File: src/verilog/serial_port_pkg.sv
// constants shared by the serial control port configuration registers.
// assumes a single core clock domain; the serial pins arrive unsynchronised.
//
// Functional notes
// - only 16-bit instructions; length bit resets to 1 and host keeps it
// - soft reset bit holds the readback select copies at defaults, config keeps its value; not self-clearing, host writes 0 after
// - bit order 0: MSB first, address decrements; 1: LSB first, increments
// - pin select 0: data pin both ways; 1: reads on separate output pin
// - read-only identification byte at 0x003; writes ignored
// - readback select at 0x004 bit 0: 0 buffer copies, 1 active copies
// - writing 1 to 0x232 bit 0 copies buffers to active; clears itself
package serial_port_pkg;

  // ------------------------------------------------------------
  // register map
  // ------------------------------------------------------------
  localparam int ADDR_W = 13;
  localparam logic [12:0] CFG_ADDR = 13'h000;
  localparam logic [12:0] ID_ADDR = 13'h003;
  localparam logic [12:0] RBSEL_ADDR = 13'h004;
  localparam logic [12:0] UPDATE_ADDR = 13'h232;

  // ------------------------------------------------------------
  // fields and reset values
  // ------------------------------------------------------------
  localparam int CFG_SDO_BIT = 0;
  localparam int CFG_LSB_BIT = 1;
  localparam int CFG_SRST_BIT = 2;
  localparam int CFG_LONG_BIT = 3;
  localparam logic [3:0] CFG_RESET = 4'h8;
  localparam logic RBSEL_RESET = 1'b0;
  localparam int RBSEL_BIT = 0;
  localparam int UPDATE_BIT = 0;
  localparam logic [7:0] VARIANT_CODE_DEFAULT = 8'hA5; // arbitrary value

  // ------------------------------------------------------------
  // instruction layout and counts
  // ------------------------------------------------------------
  localparam int RW_BIT = 15;
  localparam int LEN_HI = 14;
  localparam int LEN_LO = 13;
  localparam logic [1:0] LEN_STREAM = 2'h3;
  localparam logic [4:0] INSTR_LAST = 5'h0F;
  localparam logic [4:0] BYTE_LAST = 5'h07;

  typedef enum logic [1:0] {IDLE, INSTR, DATA, DONE} port_state_t;

endpackage

File: src/verilog/pin_sync.sv
// two-flop synchroniser for a group of asynchronous pin levels.
// assumes only the second stage is read by the logic downstream.
`timescale 1ns/10ps
module pin_sync #(
  parameter int WIDTH = 3
) (
  input wire logic core_clk,
  input wire logic reset,
  input wire logic [WIDTH-1:0] pinIn,
  output logic [WIDTH-1:0] pinSync
);

  logic [WIDTH-1:0] stage1_r;

  // first stage feeds the second only, to settle metastability
  always_ff @(posedge core_clk) begin
    if (reset) begin
      stage1_r <= '0;
      pinSync <= '0;
    end else begin
      stage1_r <= pinIn;
      pinSync <= stage1_r;
    end
  end

endmodule

File: src/verilog/serial_port_config_regs.sv
// serial control port slave holding the port configuration, identification
// and readback select registers. assumes the serial clock is slow against
// core_clk (at least 4 core cycles per phase) and chip select is active low.
`timescale 1ns/10ps
module serial_port_config_regs
  import serial_port_pkg::*;
#(
  parameter logic [7:0] VARIANT_CODE = VARIANT_CODE_DEFAULT
) (
  input wire logic core_clk,
  input wire logic reset,
  input wire logic serialClk,
  input wire logic chipSel_n,
  input wire logic sdioIn,
  output logic sdioOut,
  output logic sdioOe,
  output logic serialOutPin,
  output logic separateOutputEnable,
  output logic lsbFirst,
  output logic softResetActive,
  output logic readbackActive
);

  // ------------------------------------------------------------
  // pin synchronisation and edge detection
  // ------------------------------------------------------------
  logic [2:0] pinSync;
  logic sclkPrev_r;

  pin_sync #(.WIDTH(3)) u_sync (
    .core_clk(core_clk),
    .reset(reset),
    .pinIn({serialClk, ~chipSel_n, sdioIn}),
    .pinSync(pinSync)
  );

  // select enters inverted so the cleared synchroniser reads it as released
  wire sclkS = pinSync[2];
  wire csActive = pinSync[1];
  wire rxBit = pinSync[0];
  wire sclkRise = sclkS & ~sclkPrev_r;
  wire sclkFall = ~sclkS & sclkPrev_r;

  always_ff @(posedge core_clk) begin
    if (reset) begin
      sclkPrev_r <= 1'b0;
    end else begin
      sclkPrev_r <= sclkS;
    end
  end

  // ------------------------------------------------------------
  // state and datapath declarations
  // ------------------------------------------------------------
  port_state_t state_r;
  logic [4:0] bitCnt_r;
  logic [15:0] instr_r;
  logic [12:0] addr_r;
  logic rw_r;
  logic [1:0] len_r;
  logic [1:0] byteCnt_r;
  logic [7:0] rxByte_r;
  logic [7:0] txByte_r;
  logic outBit_r;
  logic [3:0] cfgNib_r;
  logic rbBuf_r;
  logic rbAct_r;

  // bit order steers both the instruction and the data shifters
  wire lsbMode = cfgNib_r[CFG_LSB_BIT];
  wire [15:0] instrNext = lsbMode ? {rxBit, instr_r[15:1]} : {instr_r[14:0], rxBit};
  wire [7:0] rxNext = lsbMode ? {rxBit, rxByte_r[7:1]} : {rxByte_r[6:0], rxBit};
  wire [12:0] addrStep = lsbMode ? addr_r + 13'h0001 : addr_r - 13'h0001;

  // transfer bookkeeping; only the long instruction form is decoded
  wire instrDone = (state_r == INSTR) && sclkRise && (bitCnt_r == INSTR_LAST);
  wire byteDone = (state_r == DATA) && sclkRise && (bitCnt_r == BYTE_LAST);
  wire lastByte = (len_r != LEN_STREAM) && (byteCnt_r == len_r);
  wire wrStrobe = byteDone & ~rw_r;

  // write decode per register
  wire wrCfg = wrStrobe && (addr_r == CFG_ADDR);
  wire wrRbSel = wrStrobe && (addr_r == RBSEL_ADDR);
  wire wrUpdate = wrStrobe && (addr_r == UPDATE_ADDR) && rxNext[UPDATE_BIT];

  // soft reset holds the other registers at default while it stands
  wire regReset = reset | cfgNib_r[CFG_SRST_BIT];

  // ------------------------------------------------------------
  // read data selection
  // ------------------------------------------------------------
  wire [7:0] cfgRead = {cfgNib_r[0], cfgNib_r[1], cfgNib_r[2], cfgNib_r[3], cfgNib_r};
  wire rbRead = rbBuf_r ? rbAct_r : rbBuf_r;
  wire [7:0] rdData = (addr_r == CFG_ADDR) ? cfgRead :
                      (addr_r == ID_ADDR) ? VARIANT_CODE :
                      (addr_r == RBSEL_ADDR) ? {7'h00, rbRead} :
                      8'h00; // update bit always reads 0, unmapped reads 0
  wire [7:0] txSrc = (bitCnt_r == 5'h00) ? rdData : txByte_r;

  // ------------------------------------------------------------
  // transfer sequencer
  // ------------------------------------------------------------
  // chip select release aborts any transfer at once, whatever the count
  always_ff @(posedge core_clk) begin
    if (reset || !csActive) begin
      state_r <= IDLE;
      bitCnt_r <= 5'h00;
      byteCnt_r <= 2'h0;
    end else begin
      unique case (state_r)
        IDLE: begin
          state_r <= INSTR;
          bitCnt_r <= 5'h00;
        end
        INSTR: begin
          if (instrDone) begin
            state_r <= DATA;
            bitCnt_r <= 5'h00;
            byteCnt_r <= 2'h0;
          end else if (sclkRise) begin
            bitCnt_r <= bitCnt_r + 5'h01;
          end
        end
        DATA: begin
          if (byteDone) begin
            bitCnt_r <= 5'h00;
            byteCnt_r <= byteCnt_r + 2'h1;
            if (lastByte) begin
              state_r <= DONE;
            end
          end else if (sclkRise) begin
            bitCnt_r <= bitCnt_r + 5'h01;
          end
        end
        DONE: begin
          state_r <= DONE;
        end
      endcase
    end
  end

  // shifters, instruction fields and address stepping
  always_ff @(posedge core_clk) begin
    if (reset) begin
      instr_r <= 16'h0000;
      rxByte_r <= 8'h00;
      addr_r <= 13'h0000;
      rw_r <= 1'b0;
      len_r <= 2'h0;
    end else begin
      if (state_r == INSTR && sclkRise) begin
        instr_r <= instrNext;
      end
      if (instrDone) begin
        rw_r <= instrNext[RW_BIT];
        len_r <= instrNext[LEN_HI:LEN_LO];
        addr_r <= instrNext[ADDR_W-1:0];
      end
      if (state_r == DATA && sclkRise) begin
        rxByte_r <= rxNext;
      end
      if (byteDone) begin
        addr_r <= addrStep;
      end
    end
  end

  // ------------------------------------------------------------
  // read data driver
  // ------------------------------------------------------------
  // read phase lasts past the final rising edge so the last bit still stands
  wire readPhase = csActive && rw_r && (state_r == DATA || state_r == DONE);

  // bits change on the falling serial edge so they stand at the rising one;
  // the pins are let go at the fall that follows the last byte
  always_ff @(posedge core_clk) begin
    if (reset || !readPhase) begin
      outBit_r <= 1'b0;
      sdioOe <= 1'b0;
      separateOutputEnable <= 1'b0;
    end else if (sclkFall && state_r == DONE) begin
      outBit_r <= 1'b0;
      sdioOe <= 1'b0;
      separateOutputEnable <= 1'b0;
    end else if (sclkFall) begin
      outBit_r <= lsbMode ? txSrc[0] : txSrc[7];
      sdioOe <= ~cfgNib_r[CFG_SDO_BIT];
      separateOutputEnable <= cfgNib_r[CFG_SDO_BIT];
    end
  end

  always_ff @(posedge core_clk) begin
    if (reset) begin
      txByte_r <= 8'h00;
    end else if (state_r == DATA && sclkFall) begin
      txByte_r <= lsbMode ? {1'b0, txSrc[7:1]} : {txSrc[6:0], 1'b0};
    end
  end

  assign sdioOut = outBit_r;
  assign serialOutPin = outBit_r;

  // ------------------------------------------------------------
  // registers
  // ------------------------------------------------------------
  // config keeps its own value through a soft reset so the host can clear it
  always_ff @(posedge core_clk) begin
    if (reset) begin
      cfgNib_r <= CFG_RESET;
    end else if (wrCfg) begin
      cfgNib_r <= rxNext[3:0];
    end
  end

  // buffer and active copies; writes to the identification byte fall through
  always_ff @(posedge core_clk) begin
    if (regReset) begin
      rbBuf_r <= RBSEL_RESET;
      rbAct_r <= RBSEL_RESET;
    end else begin
      if (wrRbSel) begin
        rbBuf_r <= rxNext[RBSEL_BIT];
      end
      if (wrUpdate) begin
        rbAct_r <= rbBuf_r;
      end
    end
  end

  // status outputs straight from the holding flops
  assign lsbFirst = cfgNib_r[CFG_LSB_BIT];
  assign softResetActive = cfgNib_r[CFG_SRST_BIT];
  assign readbackActive = rbAct_r;

endmodule

File: config.mk
export PLATFORM = sky130hd
export DESIGN_NAME = serial_port_config_regs
export DESIGN_NICKNAME = d
export VERILOG_FILES = /design/src/verilog/serial_port_pkg.sv /design/src/verilog/pin_sync.sv /design/src/verilog/serial_port_config_regs.sv
export SDC_FILE = /design/constraint.sdc
export NUM_CORES = 1
export LEC_CHECK = 0
export BUFFER_PORTS_ARGS = -buffer_cell sky130_fd_sc_hd__buf_2
export CAP_MARGIN = 20
export CORE_MARGIN = 5
export CORE_UTILIZATION = 30
export DETAILED_ROUTE_END_ITERATION = 7
export SETUP_SLACK_MARGIN = 0.2
export SYNTH_ARGS = -nofsm -noshare
export SYNTH_HDL_FRONTEND = slang
export SYNTH_SLANG_ARGS = --single-unit
File: constraint.sdc
create_clock -name core_clk -period 3.6 [get_ports core_clk]
set_clock_uncertainty 0.15 [all_clocks]
set_input_delay 0.72 -clock core_clk [delete_from_list [all_inputs] [get_ports core_clk]]
set_output_delay 0.72 -clock core_clk [all_outputs]
set_load 0.02 [all_outputs]
# Word level (Yosys, flattened, before mapping)
# Index checks and enable logic that the tools add are counted.
[totals] output_inout_bits=7 latchBits=0 inputBits=5 register_bits=73 n_memories=0 mem_bits_ro=0 ram_bits=0
[op_classes] n_bitwise=9 n_mux=23 n_mul=0 n_reduce_logical=27 n_lt_le_gt_ge=0 eq_ne=13 shift=0 div_mod_pow=0 n_addsub=4
[op_table] cell="8-bit 2-to-1 mux" count=5
[op_table] cell="13-bit 2-to-1 mux" count=3
[op_table] cell="16-bit 2-to-1 mux" count=1
[op_table] cell="5-bit 2-to-1 mux" count=3
[op_table] cell="5-bit case mux with 3 select lines" count=1
[op_table] cell="13-bit by 1-bit adder with 13-bit output, second input constant" count=1
[op_table] cell="13-bit by 10-bit equality test with 1-bit output, second input constant" count=1
[op_table] cell="13-bit by 2-bit equality test with 1-bit output, second input constant" count=1
[op_table] cell="13-bit by 3-bit equality test with 1-bit output, second input constant" count=1
[op_table] cell="1-bit logical AND" count=13
[op_table] cell="13-bit zero test" count=1
[op_table] cell="13-bit by 1-bit subtractor with 13-bit output, second input constant" count=1
[op_table] cell="2-bit 2-to-1 mux" count=5
[op_table] cell="2-bit inequality test, second input constant" count=4
[op_table] cell="2-bit case mux with 4 select lines" count=1
[op_table] cell="3-bit AND reduction" count=2
[op_table] cell="5-bit by 1-bit adder with 5-bit output, second input constant" count=1
[op_table] cell="5-bit by 3-bit equality test with 1-bit output, second input constant" count=1
[op_table] cell="5-bit by 4-bit equality test with 1-bit output, second input constant" count=1
[op_table] cell="5-bit zero test" count=1
[op_table] cell="1-bit NOT" count=5
[op_table] cell="2-bit equality test, second input constant" count=2
[op_table] cell="2-bit case mux with 2 select lines" count=1
[op_table] cell="2-bit nonzero test" count=2
[op_table] cell="other kinds (11)" count=18

# Depth between registers and ports, before layout
[logic_depth] word_depth=7 mapped_depth=11

# Modules after synthesis
# A second synthesis with hierarchy kept.
[hier_totals] hier_cells=460 hier_area_um2=4008.8
[by_module_without_submodules] mod="serial_port_config_regs" n_inst=1 seq_area_each_um2=1341.3 cells_each=448 area_per_inst_um2=3851.2
[by_module_without_submodules] mod="pin_sync" n_inst=1 seq_area_each_um2=120.1 cells_each=12 area_per_inst_um2=157.7

# Least setup slack after synthesis
# OpenSTA, ideal clock, no wires.
[synth_path] path_type="register to register" start="register cfgNib_r[1]" end="register addr_r[11]" stages_incl_launch_ff=10 path_slack_ns=0.659 arrival_ns=2.665 path_buffers=2 synth_period_minus_slack_ns=2.941 required_ns=3.324 path_cell_list="dfxtp_1 > buf_6 > buf_2 > inv_1 > ha_1 > a2111oi_0 > o21ai_0 > a311oi_1 > or4_1 > nand3_1"
[synth_via] elab_chain_cells=3
[synth_lines] item="start: declaration" line="serial_port_config_regs.sv:65" rtl="logic [3:0] cfgNib_r;"
[synth_lines] item="start signal: assignment" line="serial_port_config_regs.sv:211" rtl="cfgNib_r <= rxNext[3:0];"
[synth_lines] item="16-bit 2-to-1 mux" line="serial_port_config_regs.sv:71" rtl="wire [15:0] instrNext = lsbMode ? {rxBit, instr_r[15:1]} : {instr_r[14:0], rxBit};"
[synth_lines] item="13-bit 2-to-1 mux" line="serial_port_config_regs.sv:154" rtl="if (instrDone) begin"
[synth_lines] item="13-bit 2-to-1 mux *" line="serial_port_config_regs.sv:162" rtl="if (byteDone) begin"
[synth_lines] item="end signal: assignment" line="serial_port_config_regs.sv:157" rtl="addr_r <= instrNext[ADDR_W-1:0];"
[synth_lines] item="end signal: assignment" line="serial_port_config_regs.sv:163" rtl="addr_r <= addrStep;"
[synth_lines] item="end: declaration" line="serial_port_config_regs.sv:58" rtl="logic [12:0] addr_r;"
# Every way passes the cells marked *; elsewhere a longest branch is shown, timed or not. The select of a mux whose other input is x is not followed.
# A chain may end at the register's enable or synchronous reset.

# Final worst setup path
[layout_path] start="register state_r[0]" end="register cfgNib_r[1]"
[layout_via] elab_chain_cells=5
[layout_lines] item="start: declaration" line="serial_port_config_regs.sv:55" rtl="port_state_t state_r;"
[layout_lines] item="start signal: assignment" line="serial_port_config_regs.sv:106" rtl="state_r <= IDLE;"
[layout_lines] item="start signal: assignment" line="serial_port_config_regs.sv:112" rtl="state_r <= INSTR;"
[layout_lines] item="start signal: assignment" line="serial_port_config_regs.sv:117" rtl="state_r <= DATA;"
[layout_lines] item="2-bit equality test" line="serial_port_config_regs.sv:77" rtl="wire byteDone = (state_r == DATA) && sclkRise && (bitCnt_r == BYTE_LAST);"
[layout_lines] item="1-bit logical AND (2 in a row)" line="serial_port_config_regs.sv:77"
[layout_lines] item="1-bit AND" line="serial_port_config_regs.sv:79" rtl="wire wrStrobe = byteDone & ~rw_r;"
[layout_lines] item="1-bit logical AND" line="serial_port_config_regs.sv:82" rtl="wire wrCfg = wrStrobe && (addr_r == CFG_ADDR);"
# Every way passes these cells.

==> summary.txt <==
Timing
  – Fin. Hold Viols: 0
  – Tmin final: 2.75 ns
  – Final worst slack: 0.852 ns
  – Setup TNS: 0 ns
  – Worst-margin pin slew: 0.838 ns
  – Slew Limit Fails: 0
  – Hold slack: 0.282 ns
  – Fmax: 0.364 GHz
  – Slew margin rel.: 44.1%
  – Period utilisation layout: 76.3%
  – Unrepaired setup endpoints after global routing: no
  – Final number of setup-violating endpoints: 0

Logic synthesis
  – Syn nets: 498
  – Yosys cell types: ~60
  – Yosys Warn Count: 0
  – Main flop type after synthesis: dfxtp_1
  – Sequential fraction of the synthesis area: 36.1%
  – Synthesized flop and latch total: 73
  – Largest family of logic cells by synthesized area: compound AO/OA/AOI/OAI gates
  – Number of flops mapped to enable cells by yosys: 0
  – Compound-Gate Fraction of Synth Area: between 20% and 30%
  – Post-Syn Instances: 473
  – Avg Cell Area, Syn: 8.56 sq um
  – Multiplexer share of the synthesized area: 6.71%
  – Cell Area, Synth: a little over 4000 sq um
  – Simple-Gate Fraction of Synth Area: 22.0%
  – Synth Area in XOR/XNOR: approximately 2%
  – Synth Area in Adders: 6.37%
  – Fraction of registers with async set/reset: 0%

Floorplanning
  – Die area: between 15000 and 20000 sq um
  – Core Area: 13200 sq um
  – Num rows: 42
  – Chip Width: approximately 130 microns
  – Chip Height: roughly 130 microns
  – Starting Density: 30.6%
  – Io pins: 12

Critical path
  – R2r endpoint: cfgNib_r[1]
  – CP Capture Point: cfgNib_r[1]
  – Crit path launch type: flop
  – Arrival time at the worst endpoint: 2.77 ns
  – FF-to-FF setup slack: 0.85 ns
  – Worst r2r src: state_r[0]
  – CP Launch Point: state_r[0]
  – Worst EP required: between 3 and 4 ns
  – Critical path class: reg -> reg
  – Largest fanout on the critical path: 19
  – Crit. End Element: flop
  – Cells on worst reg2reg path: 8

Place
  – DP Cell Count: around 640
  – Pre-CTS WS: 0.870 ns
  – IO buf count: 11
  – Detail Placement HPWL: 6860 microns
  – Routability cong.: 0.822

Finish
  – Multi-input gate area in the final layout: 2390 sq um
  – Commonest non-fill, non-tap cell in the layout: dfxtp_1
  – Register area: 1460 sq um
  – Final Non-Filler Cells: 652
  – NumNets Final: 496
  – Share of layout cells above drive strength 1: 9.03%
  – P&R area growth vs syn: 11.9%
  – # diodes: 0
  – Most frequent cells in the layout: dfxtp_1, nor2_1, a211oi_1, nand2_1, mux2i_1
  – # fillers: 1389

Clock network
  – Max Root-Sink Buffers: 2
  – Sink Count: 73
  – Cts repair resizes: 0
  – Num CTS Buffers: 9
  – CTS tree: yes
  – H-tree depth: 3
  – Root Driver: clkbuf_16
  – CTS clk-pin slew, worst paths: about 0.06 ns
  – Setup Fix Bufs, Post-CTS: 0
  – Cts-stage hold buffer count: 0
  – Worst skew pair latency: 0.34 ns

Routing
  – Initial detailed-routing violation count: 302
  – DRC viols: 0
  – Vias/cell: approximately 5.4
  – WL final: between 9000 and 10000 microns
  – DR vias: 3536
  – Post-route ant nets: 0
  – WL/cell: 15.1 microns
  – TritonRoute pass-1 iters: 5

Run status
  – Status: complete, no violations

GRT
  – Initial antenna violation count: 0
  – Vias in the first global route: 3333
  – Overall routing resource usage: between 10 and 15%
  – Largest net degree at the start of global routing: 68
  – First-pass GRT wire length: 16300 microns
  – Total gr overflow: 0

Min path
  – Hold Path Class: reg -> reg
  – Worst hold stages: 1

Pwr
  – Design Power: 1.80 mW
  – Lkg Pwr: 1.53 nW
  – Pwr dens: 398 nW/um^2
  – Peak supply drop: 0.000215 V

Flow run
  – MaxCap Viol Count: 0
cell type report:
| type | count | share of cell area (%) |
|---|---|---|
| Sequential cell | 73 | 32.3 |
| Tap cell | 176 | 4.86 |
| Clock inverter | 6 | 1.82 |
| Multi-Input combinational cell | 360 | 52.8 |
| Inverter | 9 | 0.746 |
| Clock buffer | 10 | 5.06 |
| Timing Repair Buffer | 18 | 2.38 |
logic make-up (layout without fill, tap and decap cells):
group | after synthesis | in the layout
buffers and inverters | 40 | 43
multiplexers | 27 | 27
adder cells (fa/ha/maj) | 20 | 20
flip-flops | 73 | 73
XOR/XNOR | 9 | 9
AO/OA/AOI/OAI | 131 | 131
AND/OR/NAND/NOR | 173 | 173
registers in the layout, indices dropped and copies added (netlist names):
name,count
sdioOe,1
byteCnt_r,2
rbBuf_r,1
state_r,2
separateOutputEnable,1
sdioOut,1
u_sync.pinSync,3
rxByte_r,8
u_sync.stage1_r,3
readbackActive,1
addr_r,13
txByte_r,8
cfgNib_r,4
rw_r,1
sclkPrev_r,1
len_r,2
bitCnt_r,5
instr_r,16
how the worst min path moves through the flow:
stage	from	endpoint	slack, ns
floorplan	u_sync.stage1_r[0]	u_sync.pinSync[0]	0.26
global placement	u_sync.stage1_r[1]	u_sync.pinSync[1]	0.27
detailed placement	u_sync.stage1_r[1]	u_sync.pinSync[1]	0.27
CTS	u_sync.stage1_r[1]	u_sync.pinSync[1]	0.28
global route	u_sync.stage1_r[0]	u_sync.pinSync[0]	0.30
finish	u_sync.stage1_r[1]	u_sync.pinSync[1]	0.28
metal layers:
metal	global-route usage (%)	share of wire, %	wire length, microns	up-vias
li1	-	-	-	1745
met1	16.4	48	4670	1691
met2	20.0	47	4600	87
met3	2.84	4.3	418	13
met4	3.28	1.3	128	0
met5	0	0	0	-
cell usage after synthesis (all sizes together) (2+ instances only):
| cell | n | area, sq um |
|---|---|---|
| dfxtp | 73 | 1460 |
| nor2 | 60 | 225 |
| a211oi | 42 | 315 |
| nand2 | 35 | 139 |
| mux2i | 26 | 260 |
| a21oi | 25 | 125 |
| o21ai | 21 | 109 |
| ha | 19 | 238 |
| clkbuf | 16 | 60.1 |
| buf | 15 | 100 |
| nand3 | 13 | 65.1 |
| nor3 | 12 | 60.1 |
| o211ai | 11 | 82.6 |
| inv | 9 | 33.8 |
| nor2b | 9 | 56.3 |
| and2 | 7 | 43.8 |
| o31ai | 6 | 45.0 |
| xor2 | 6 | 52.6 |
| nand4 | 5 | 37.5 |
| or4 | 5 | 37.5 |
| a21o | 4 | 30.0 |
| a32o | 4 | 40.0 |
| and3 | 4 | 27.5 |
| nor4 | 4 | 31.3 |
| a21boi | 3 | 22.5 |
| nand2b | 3 | 18.8 |
| nand4b | 3 | 26.3 |
| nor4b | 3 | 32.5 |
| xnor2 | 3 | 26.3 |
| a2111oi | 2 | 17.5 |
| a311oi | 2 | 17.5 |
| a31oi | 2 | 12.5 |
| and3b | 2 | 17.5 |
| nor3b | 2 | 15.0 |
| o21a | 2 | 15.0 |
| o21bai | 2 | 15.0 |
worst max-delay path: stages, from the launching register on:
cell	delay, ns
dfxtp_1	0.34
inv_1	0.11
ha_1	0.38
and3b_1	0.20
buf_4	0.21
nand3_1	0.12
nor2_1	0.40
a21oi_1	0.13
a311oi_1	0.54
through the flow:
stage / cell area [sq um] / util (%)
CTS: 4530 / 34.2
finish: 4530 / 34.2
global route: 4530 / 34.2
detailed placement: 4220 / 31.8
global placement: 4220 / 31.8
floorplan: 4050 / -
power breakdown:
group          switching (mW)  internal (mW)
clock network           0.347          0.603
registers             0.00406          0.813
logic                  0.0235         0.0104
Power figures use the tool's default switching activity.
